<file path="config.mk">
export PLATFORM = sky130hd
export DESIGN_NAME = serial_peripheral_port
export DESIGN_NICKNAME = d
export VERILOG_FILES = /design/src/hdl/stream_fifo.v /design/src/hdl/serial_clock_divider.v /design/src/hdl/serial_peripheral_port.v
export VERILOG_INCLUDE_DIRS = /design/src /design/src/hdl
export SDC_FILE = /design/constraint.sdc
export NUM_CORES = 1
export LEC_CHECK = 0
export BUFFER_PORTS_ARGS = -buffer_cell sky130_fd_sc_hd__buf_2
export CORE_UTILIZATION = 60
export DETAILED_ROUTE_END_ITERATION = 6
export PLACE_DENSITY = 0.74
export SKIP_CTS_REPAIR_TIMING = 1
export SLEW_MARGIN = 20
export SYNTH_ARGS = -nofsm -noshare
export SYNTH_HDL_FRONTEND = slang
export SYNTH_HIERARCHICAL = 1
export SYNTH_SLANG_ARGS = --single-unit
</file>
<file path="constraint.sdc">
create_clock -name core_clk_i -period 10.45 [get_ports core_clk_i]
set_clock_uncertainty 0.2 [all_clocks]
set_input_delay 1.045 -clock core_clk_i [delete_from_list [all_inputs] [get_ports core_clk_i]]
set_output_delay 1.045 -clock core_clk_i [all_outputs]
set_load 0.005 [all_outputs]
</file>
<file path="src/hdl/spi_port_consts.vh">
`ifndef SPI_PORT_CONSTS_VH
`define SPI_PORT_CONSTS_VH

// ----------------------------------------------------------------------
// Chip select configuration word layout.
// ----------------------------------------------------------------------
`define CFG_CPOL_BIT   0
`define CFG_INVERTED_PHASE_BIT_BIT  1
`define CFG_HOLD_BIT   3
`define CFG_BITS_LSB   4
`define CFG_BITS_MSB   7
`define CFG_DIV_LSB    8
`define CFG_DIV_MSB    15
`define CFG_WIDTH      16
`define CFG_RESET      16'h0000

// ----------------------------------------------------------------------
// Transmit word layout.
// ----------------------------------------------------------------------
`define TX_DATA_MSB    15
`define TX_PCS_LSB     16
`define TX_LAST_BIT    24
`define TX_WIDTH       25

// ----------------------------------------------------------------------
// Sizes, counts and idle levels.
// ----------------------------------------------------------------------
`define FIFO_DEPTH     8
`define FIFO_AW        3
`define BITS_BASE      5'h08
`define BITS_CODE_MAX  4'h8
`define BITS_LONGEST   5'h10
`define PIN_IDLE       4'h2

`endif

</file>
<file path="src/hdl/stream_fifo.v">
module stream_fifo #(
    parameter WIDTH = 25,
    parameter DEPTH = 8,
    parameter AW    = 3
) (
    // Clock and reset.
    input  wire             core_clk_i,
    input  wire             reset_n_i,
    input  wire             flush_i,
    // Filling side.
    input  wire             in_valid_i,
    input  wire [WIDTH-1:0] in_data_i,
    output wire             in_ready_o,
    // Draining side.
    output wire             out_valid_o,
    output wire [WIDTH-1:0] out_data_o,
    input  wire             out_ready_i
);
    reg  [WIDTH-1:0] mem_q [0:DEPTH-1];
    reg  [AW:0]      wr_q;
    reg  [AW:0]      rd_q;
    wire             empty = (wr_q == rd_q);
    wire             full  = (wr_q[AW] != rd_q[AW]) &&
                             (wr_q[AW-1:0] == rd_q[AW-1:0]);
    wire             push  = in_valid_i && !full;
    wire             pop   = out_ready_i && !empty;

    assign in_ready_o  = !full;
    assign out_valid_o = !empty;
    assign out_data_o  = mem_q[rd_q[AW-1:0]];

    // ------------------------------------------------------------------
    // Storage has no reset; only the pointers carry control state.
    // ------------------------------------------------------------------
    always @(posedge core_clk_i) begin
        if (push) begin
            mem_q[wr_q[AW-1:0]] <= in_data_i;
        end
    end

    always @(posedge core_clk_i or negedge reset_n_i) begin
        if (!reset_n_i) begin
            wr_q <= {(AW+1){1'b0}};
            rd_q <= {(AW+1){1'b0}};
        end else if (flush_i) begin
            wr_q <= {(AW+1){1'b0}};
            rd_q <= {(AW+1){1'b0}};
        end else begin
            if (push) begin
                wr_q <= wr_q + 1'b1;
            end
            if (pop) begin
                rd_q <= rd_q + 1'b1;
            end
        end
    end
endmodule // stream_fifo

</file>
<file path="src/hdl/serial_clock_divider.v">
module serial_clock_divider (
    // Clock and reset.
    input  wire       core_clk_i,
    input  wire       reset_n_i,
    // Control.
    input  wire       restart_i,
    input  wire [7:0] divider_i,
    // Edge strobe.
    output wire       tick_o
);
    reg  [7:0] count_q;
    // A divider of zero behaves as one, so the engine never stalls.
    wire [7:0] reload = (divider_i == 8'h00) ? 8'h00 : divider_i - 8'h01;

    assign tick_o = (count_q == 8'h00) && !restart_i;

    always @(posedge core_clk_i or negedge reset_n_i) begin
        if (!reset_n_i) begin
            count_q <= 8'h00;
        end else if (restart_i || count_q == 8'h00) begin
            count_q <= reload;
        end else begin
            count_q <= count_q - 8'h01;
        end
    end
endmodule // serial_clock_divider

</file>
<file path="src/hdl/serial_peripheral_port.v">
`include "spi_port_consts.vh"

module serial_peripheral_port (
    // Clock and reset.
    input  wire        core_clk_i,
    input  wire        reset_n_i,
    // Mode control.
    input  wire        enable_i,
    input  wire        soft_reset_i,
    input  wire        master_select_bit_i,
    input  wire        fixed_select_i,
    input  wire [1:0]  fixed_cs_i,
    // Chip select configuration writes.
    input  wire        cfg_wr_i,
    input  wire [1:0]  cfg_sel_i,
    input  wire [15:0] cfg_data_i,
    // Transmit words from the DMA channel.
    input  wire        tx_valid_i,
    input  wire [24:0] tx_data_i,
    output wire        tx_ready_o,
    output wire        transmit_empty_flag_o,
    output wire        xfer_halfword_o,
    // Received words.
    output wire [15:0] rx_data_o,
    output wire        rx_valid_o,
    // Serial clock pin.
    input  wire        serial_clock_pin_i,
    output wire        serial_clock_pin_o,
    output wire        serial_clock_pin_oe_n_o,
    // Master-out data pin.
    input  wire        mosi_i,
    output wire        mosi_o,
    output wire        mosi_oe_n_o,
    // Master-in data pin.
    input  wire        miso_i,
    output wire        miso_o,
    output wire        miso_oe_n_o,
    // Chip selects.
    input  wire        slave_select_n_i,
    output wire [3:0]  cs_n_o,
    output wire        cs_oe_n_o
);
    localparam [1:0] ST_IDLE  = 2'h0;
    localparam [1:0] ST_SHIFT = 2'h1;
    localparam [1:0] ST_TAIL  = 2'h2;

    function [4:0] bit_count;
        input [3:0] code;
        begin
            bit_count = (code > `BITS_CODE_MAX) ? `BITS_LONGEST :
                        {1'b0, code} + `BITS_BASE;
        end
    endfunction

    function is_div1;
        input [7:0] div;
        begin
            is_div1 = (div <= 8'h01);
        end
    endfunction

    reg  [1:0]  st_q;
    reg  [1:0]  cur_cs_q;
    reg  [15:0] word_q;
    reg  [3:0]  idx_q;
    reg  [4:0]  bitc_q;
    reg  [5:0]  ecnt_q;
    reg  [15:0] rx_q;
    reg  [15:0] rx_data_q;
    reg         rx_valid_q;
    reg         sck_q;
    reg         mosi_q;
    reg         miso_q;
    reg         last_q;
    reg         extra_q;
    reg         cs_held_q;
    reg         dup_q;
    reg         prev_slow_q;
    reg         glitch_q;
    reg         sck_prev_q;
    reg         sl_busy_q;

    // ------------------------------------------------------------------
    // Pin synchronisers.
    // ------------------------------------------------------------------
    wire [3:0] pin_raw = {miso_i, mosi_i, slave_select_n_i,
                          serial_clock_pin_i};
    wire [3:0] pin_st;
    wire [63:0] cfg_flat;

    genvar g;
    generate
        for (g = 0; g < 4; g = g + 1) begin : g_port
            localparam [1:0] IDX = g;
            localparam [3:0] IDLE_V = `PIN_IDLE >> g;
            reg [2:0]  sh_q;
            reg        st_q;
            reg [15:0] cfg_q;
            always @(posedge core_clk_i or negedge reset_n_i) begin
                if (!reset_n_i) begin
                    sh_q <= {3{IDLE_V[0]}};
                    st_q <= IDLE_V[0];
                end else begin
                    sh_q <= {sh_q[1:0], pin_raw[g]};
                    if (sh_q[1] == sh_q[2]) begin
                        st_q <= sh_q[2];
                    end
                end
            end
            // Configuration of chip select g.
            always @(posedge core_clk_i or negedge reset_n_i) begin
                if (!reset_n_i) begin
                    cfg_q <= `CFG_RESET;
                end else if (soft_reset_i) begin
                    cfg_q <= `CFG_RESET;
                end else if (cfg_wr_i && cfg_sel_i == IDX) begin
                    cfg_q <= cfg_data_i;
                end
            end
            assign pin_st[g] = st_q;
            assign cfg_flat[16*g +: 16] = cfg_q;
        end
    endgenerate

    // ------------------------------------------------------------------
    // Configuration views.
    // ------------------------------------------------------------------
    wire        fifo_valid;
    wire [24:0] fifo_data;
    wire        fifo_in_ready;
    wire        tick;
    wire [1:0]  head_cs  = fixed_select_i ? fixed_cs_i :
                           fifo_data[`TX_PCS_LSB +: 2];
    wire [15:0] head_cfg = cfg_flat[{head_cs, 4'h0} +: 16];
    wire [15:0] cur_cfg  = cfg_flat[{cur_cs_q, 4'h0} +: 16];
    wire [15:0] cs0_cfg  = cfg_flat[15:0];
    wire [7:0]  head_div = head_cfg[`CFG_DIV_MSB:`CFG_DIV_LSB];
    wire [4:0]  head_bits = bit_count(head_cfg[`CFG_BITS_MSB:`CFG_BITS_LSB]);
    wire [4:0]  cur_bits  = bit_count(cur_cfg[`CFG_BITS_MSB:`CFG_BITS_LSB]);
    wire [4:0]  cs0_bits  = bit_count(cs0_cfg[`CFG_BITS_MSB:`CFG_BITS_LSB]);
    wire [4:0]  head_m1  = head_bits - 5'h01;
    wire [4:0]  cs0_m1   = cs0_bits - 5'h01;
    wire [5:0]  last_edge = {cur_bits, 1'b0} - 6'h01;
    wire        cur_inverted_phase_bit = cur_cfg[`CFG_INVERTED_PHASE_BIT_BIT];
    wire        cpol0    = cs0_cfg[`CFG_CPOL_BIT];
    wire        ncpha0   = cs0_cfg[`CFG_INVERTED_PHASE_BIT_BIT];

    // ------------------------------------------------------------------
    // Master control terms.
    // ------------------------------------------------------------------
    wire master   = master_select_bit_i;
    wire run      = master && enable_i;
    wire load     = run && st_q == ST_IDLE && fifo_valid && !glitch_q;
    // A held select reloaded at divider 1 loses its ready; the word stays.
    wire dup      = load && cs_held_q && head_cs == cur_cs_q && !dup_q &&
                    head_cfg[`CFG_HOLD_BIT] && is_div1(head_div);
    wire m_sample = (ecnt_q[0] == 1'b0) == cur_inverted_phase_bit;
    // A slave listens on the master-out line, a master on master-in.
    wire [15:0] rx_shift = {rx_q[14:0], master ? pin_st[3] : pin_st[2]};
    wire fin      = tick && ((st_q == ST_SHIFT && ecnt_q == last_edge &&
                              !extra_q) ||
                             (st_q == ST_TAIL && ecnt_q[0]));

    // ------------------------------------------------------------------
    // Slave control terms.
    // ------------------------------------------------------------------
    wire sl_sel    = !master && !pin_st[1];
    wire sck_edge  = pin_st[0] != sck_prev_q;
    wire lead      = sck_edge && sck_prev_q == cpol0;
    wire trail     = sck_edge && !lead;
    wire sl_sample = sl_sel && (ncpha0 ? lead : trail);
    wire sl_drive  = sl_sel && (ncpha0 ? trail : lead);
    wire s_load    = sl_sel && !sl_busy_q;
    wire fifo_pop  = (load && !dup) || (s_load && fifo_valid);

    // Fixed mode sizes every DMA word from select zero, whatever is chosen.
    assign xfer_halfword_o = fixed_select_i ?
        (cs0_cfg[`CFG_BITS_MSB:`CFG_BITS_LSB] != 4'h0) :
        (head_cfg[`CFG_BITS_MSB:`CFG_BITS_LSB] != 4'h0);

    stream_fifo #(
        .WIDTH (`TX_WIDTH),
        .DEPTH (`FIFO_DEPTH),
        .AW    (`FIFO_AW)
    ) u_tx_fifo (
        .core_clk_i  (core_clk_i),
        .reset_n_i   (reset_n_i),
        .flush_i     (soft_reset_i),
        .in_valid_i  (tx_valid_i && !dup_q),
        .in_data_i   (tx_data_i),
        .in_ready_o  (fifo_in_ready),
        .out_valid_o (fifo_valid),
        .out_data_o  (fifo_data),
        .out_ready_i (fifo_pop)
    );

    serial_clock_divider u_div (
        .core_clk_i (core_clk_i),
        .reset_n_i  (reset_n_i),
        .restart_i  (load),
        .divider_i  (cur_cfg[`CFG_DIV_MSB:`CFG_DIV_LSB]),
        .tick_o     (tick)
    );

    // ------------------------------------------------------------------
    // Shift engine for both roles.
    // ------------------------------------------------------------------
    always @(posedge core_clk_i or negedge reset_n_i) begin
        if (!reset_n_i) begin
            st_q        <= ST_IDLE;
            cur_cs_q    <= 2'h0;
            word_q      <= 16'h0000;
            idx_q       <= 4'h0;
            bitc_q      <= 5'h00;
            ecnt_q      <= 6'h00;
            rx_q        <= 16'h0000;
            rx_data_q   <= 16'h0000;
            rx_valid_q  <= 1'b0;
            sck_q       <= 1'b0;
            mosi_q      <= 1'b0;
            miso_q      <= 1'b0;
            last_q      <= 1'b0;
            extra_q     <= 1'b0;
            cs_held_q   <= 1'b0;
            dup_q       <= 1'b0;
            prev_slow_q <= 1'b0;
            glitch_q    <= 1'b0;
            sck_prev_q  <= 1'b0;
            sl_busy_q   <= 1'b0;
        end else if (soft_reset_i) begin
            st_q        <= ST_IDLE;
            rx_valid_q  <= 1'b0;
            cs_held_q   <= 1'b0;
            dup_q       <= 1'b0;
            glitch_q    <= 1'b0;
            sl_busy_q   <= 1'b0;
            sck_q       <= 1'b0;
        end else begin
            rx_valid_q <= 1'b0;
            sck_prev_q <= pin_st[0];
            // An early config write leaves a one-cycle clock glitch armed.
            glitch_q <= (cfg_wr_i && !master) || (glitch_q && !master);
            if (master) begin
                case (st_q)
                    ST_IDLE: begin
                        if (!run) begin
                            cs_held_q <= 1'b0;
                        end
                        if (load) begin
                            st_q      <= ST_SHIFT;
                            cur_cs_q  <= head_cs;
                            word_q    <= fifo_data[`TX_DATA_MSB:0];
                            last_q    <= fifo_data[`TX_LAST_BIT];
                            idx_q     <= head_m1[3:0];
                            ecnt_q    <= 6'h00;
                            dup_q     <= dup;
                            cs_held_q <= 1'b0;
                            sck_q     <= head_cfg[`CFG_CPOL_BIT];
                            mosi_q    <= fifo_data[head_m1[3:0]];
                            // Odd length at divider 1 costs one more pulse.
                            extra_q   <= (is_div1(head_div) &&
                                          head_bits[0]) ||
                                         (head_cfg[`CFG_CPOL_BIT] &&
                                          !head_cfg[`CFG_INVERTED_PHASE_BIT_BIT] &&
                                          is_div1(head_div) &&
                                          prev_slow_q);
                        end else begin
                            sck_q <= glitch_q ^
                                     cur_cfg[`CFG_CPOL_BIT];
                        end
                    end
                    ST_SHIFT: begin
                        if (tick) begin
                            sck_q  <= ~sck_q;
                            ecnt_q <= ecnt_q + 6'h01;
                            if (m_sample) begin
                                rx_q  <= rx_shift;
                                idx_q <= idx_q - 4'h1;
                            end else begin
                                mosi_q <= word_q[idx_q];
                            end
                            if (ecnt_q == last_edge && extra_q) begin
                                st_q   <= ST_TAIL;
                                ecnt_q <= 6'h00;
                            end
                        end
                    end
                    ST_TAIL: begin
                        if (tick) begin
                            sck_q  <= ~sck_q;
                            ecnt_q <= ecnt_q + 6'h01;
                        end
                    end
                    default: begin
                        st_q <= ST_IDLE;
                    end
                endcase
                if (fin) begin
                    st_q        <= ST_IDLE;
                    rx_data_q   <= (st_q == ST_SHIFT && m_sample) ?
                                   rx_shift : rx_q;
                    rx_valid_q  <= 1'b1;
                    prev_slow_q <= !is_div1(cur_cfg[`CFG_DIV_MSB:
                                                    `CFG_DIV_LSB]);
                    // Last-word flag drops the held select at the end of that word.
                    cs_held_q   <= cur_cfg[`CFG_HOLD_BIT] && !last_q;
                end
            end else begin
                // Slave keeps running whatever the enable says.
                st_q      <= ST_IDLE;
                cs_held_q <= 1'b0;
                if (!sl_sel) begin
                    sl_busy_q <= 1'b0;
                end else if (s_load) begin
                    sl_busy_q <= 1'b1;
                    rx_q      <= 16'h0000;
                    word_q    <= fifo_valid ? fifo_data[`TX_DATA_MSB:0] :
                                 16'h0000;
                    idx_q     <= cs0_m1[3:0];
                    bitc_q    <= 5'h00;
                    miso_q    <= fifo_valid && fifo_data[cs0_m1[3:0]];
                end else if (sl_sample) begin
                    rx_q   <= rx_shift;
                    idx_q  <= idx_q - 4'h1;
                    bitc_q <= bitc_q + 5'h01;
                    if (bitc_q == cs0_m1) begin
                        rx_data_q  <= rx_shift;
                        rx_valid_q <= 1'b1;
                        sl_busy_q  <= 1'b0;
                    end
                end else if (sl_drive) begin
                    miso_q <= word_q[idx_q];
                end
            end
        end
    end

    // ------------------------------------------------------------------
    // Outputs.
    // ------------------------------------------------------------------
    wire [3:0] cs_onehot = 4'h1 << cur_cs_q;
    wire       cs_active = master && (st_q != ST_IDLE || cs_held_q);

    // The stuck ready lasts until the held word goes out a second time.
    assign tx_ready_o            = fifo_in_ready && !dup_q;
    assign transmit_empty_flag_o = !fifo_valid && st_q == ST_IDLE &&
                                   !dup_q;
    assign rx_data_o             = rx_data_q;
    assign rx_valid_o            = rx_valid_q;
    assign serial_clock_pin_o    = sck_q;
    assign serial_clock_pin_oe_n_o = !master;
    assign mosi_o                = mosi_q;
    assign mosi_oe_n_o           = !master;
    assign miso_o                = miso_q;
    assign miso_oe_n_o           = !sl_sel;
    assign cs_n_o                = ~(cs_onehot & {4{cs_active}});
    assign cs_oe_n_o             = !master;
endmodule // serial_peripheral_port

</file>
==> results.ini <==
[power]
powerDensity_nw_per_um2 = 187
p_leak_uw = 0.00674
ir_drop_mv = 0.158

[setup_path]
crit_path_max_fanout = 15
start_kind = flop
crit_type = flop to output pin
cp.required_ns = 9.21
critPathArrivalTime_ns = 4.12
end_kind = output pin

[global_route]
track_usage_pct = 26.0
grt_pass1_wl_mm = 52.6
grt_overflow = 0
grt_max_degree = 102
grt_pass1_vias = 9628
grt_antenna_before_repair = 1

[synthesis]
synth.net_count = 1263
yosysWarnings = 6
avgSynthCellArea_sq_um = 12.9
syn_inst = 1189
syn-cell-area_sq_um = 15300

[timing]
max_slew_margin_pct = 33.5
rsz0062_at_grt = false
fin_tns_setup_ns = 0
fin_ws_ns = 5.08
period_minus_slack_ns = 5.37
hold_violations = 0
tightest_slew_ns = 0.995
post-route-period-util_pct = 51.4
setup_viol = 0
drv_slew = 0
max_freq_mhz = 186

[cells_and_area]
synthToLayoutAreaGrowth_pct = 11.6
fillers = 1807
fin_cells = 1609
drive_gt1_share_pct = 24.6
fin_area_sq_um = 17100
postLayoutCoreUtil_pct = 68.0
layout.nets = 1328

[route]
wire_per_inst_um = 20.4
drc_errors = 0
via_per_inst = 6.10
ant_nets = 0
initialDrtViolationCount = 982
dr_total_vias = 9815
dr.pass1.iters = 7
routed_wl_mm = 32.7

[status]
outcome = finished clean

[placed_design]
preCtsSetupSlack_ns = 5.45
hpwl_mm = 20.9
port-buffer-count = 80
gp_congestion = 0.862
dpl.cell_count = 1547
dpl-instance-area_sq_um = 16000

[clock_tree]
cts_buffers = 35
clk_latency_ns = 0.52
clkSinkCount = 323
cts_root_buf = clkbuf_16
cts_tree = yes
path_clk_slew_ns = 0.06
cts_buffer_depth = 3
htreeDepth = 2

[floorplanning]
die_y_um = 162
rows = 58
fp.coreArea_sq_um = 25100
io_pins = 88
fp.dieW_um = 162
initial_utilization_pct = 60.9
die-area_sq_um = 26100

[run]
drv_cap = 0

[worst_hold_path]
hold_path_class = flop to flop

## power breakdown
part / leakage, uW / switching (uW) / internal [uW]
sequential: 0.00365 / 80.2 / 1420
clock: 0.000535 / 482 / 683
combinational: 0.00255 / 276 / 241
## sequential cells by signal, indices dropped and copies added (netlist names), 2 cells and up
register and cells:
bitc_q 5, cs0_cfg 15, cur_cs_q 2, ecnt_q 6
g_port.cfg_q 45, g_port.sh_q 12, g_port.st_q 4, idx_q 4
rx_data_o 16, rx_q 16, st_q 2, u_div/count_q 8
u_tx_fifo/mem_q 152, u_tx_fifo/rd_q 4, u_tx_fifo/wr_q 4, word_q 16
## worst max-delay path, stage by stage (launching register included)
cell	delay [ns]
dfrtp_2	0.61
mux4_2	0.56
mux2_2	0.31
mux2i_1	0.13
buf_4	0.28
mux4_2	0.58
nor4_1	0.74
mux2i_1	0.21
buf_2	0.19
## path summary, 6_finish.rpt
check | startpoint | end | slack (ns) | cells past startpoint
min in group asynchronous | reset_n_i | rx_valid_o$_DFF_PN0_ | 0.44 | 1
worst min-delay path | g_port[2].sh_q[0]$_DFF_PN0_ | g_port[2].sh_q[1]$_DFF_PN0_ | 0.15 | 0
worst min register to register | g_port[2].sh_q[0]$_DFF_PN0_ | g_port[2].sh_q[1]$_DFF_PN0_ | 0.15 | 0
max in group asynchronous | reset_n_i | u_tx_fifo/rd_q[0]$_DFFE_PN0P_ | 8.10 | 2
worst max-delay path | u_tx_fifo/rd_q[0]$_DFFE_PN0P_ | xfer_halfword_o | 5.08 | 8
worst max register to register | u_tx_fifo/rd_q[0]$_DFFE_PN0P_ | rx_q[0]$_DFFE_PN0P_ | 5.45 | 12
## placed cells by master (no fill, tap or decap), drive strengths merged, types with 4 or more instances in the layout
cell    instances
a21oi          74
nor2b          15
clkinv          8
nand2b          9
or3             8
nor2           34
nor4           13
buf           103
mux2           63
maj3            4
nand3b          4
clkbuf         51
o221ai          5
nor3b           7
mux2i          20
or4             5
or2             4
ha             17
edfxtp        152
o21ai          48
mux4           72
nand3          14
dfrtp         167
nor3           20
nand4           5
o211ai          4
o22ai           9
dfstp           4
nand2         229
xor2           16
a22o            7
xnor2          19
inv            26
## per-layer routing
metal	share of wire [%]	GRT usage, %	vias up
li1	-	-	4501
met5	0	0	-
met4	2.2	7.63	0
met1	43	36.6	4914
met3	6.0	3.88	58
met2	49	42.5	342
## layout make-up
cell class	instances	area, sq um	area share [%]
clock buffers	51	1030	6.02
diodes	1	2.50	0.0147
inverters	25	93.8	0.550
well taps	330	413	2.42
multi-input cells	766	6040	35.4
repair buffers	103	579	3.39
flip-flops and latches	323	8850	51.8
clock inverters	10	63.8	0.374
## per-stage QoR
stage	power (uW)	hold WS, ns
after floorplan	1890	0.131
after global placement	2030	0.135
after detailed placement	2050	0.136
after CTS	3210	0.147
after global routing	3330	0.154
final	3190	0.145
Note: power is estimated with default switching activity, not from simulation.
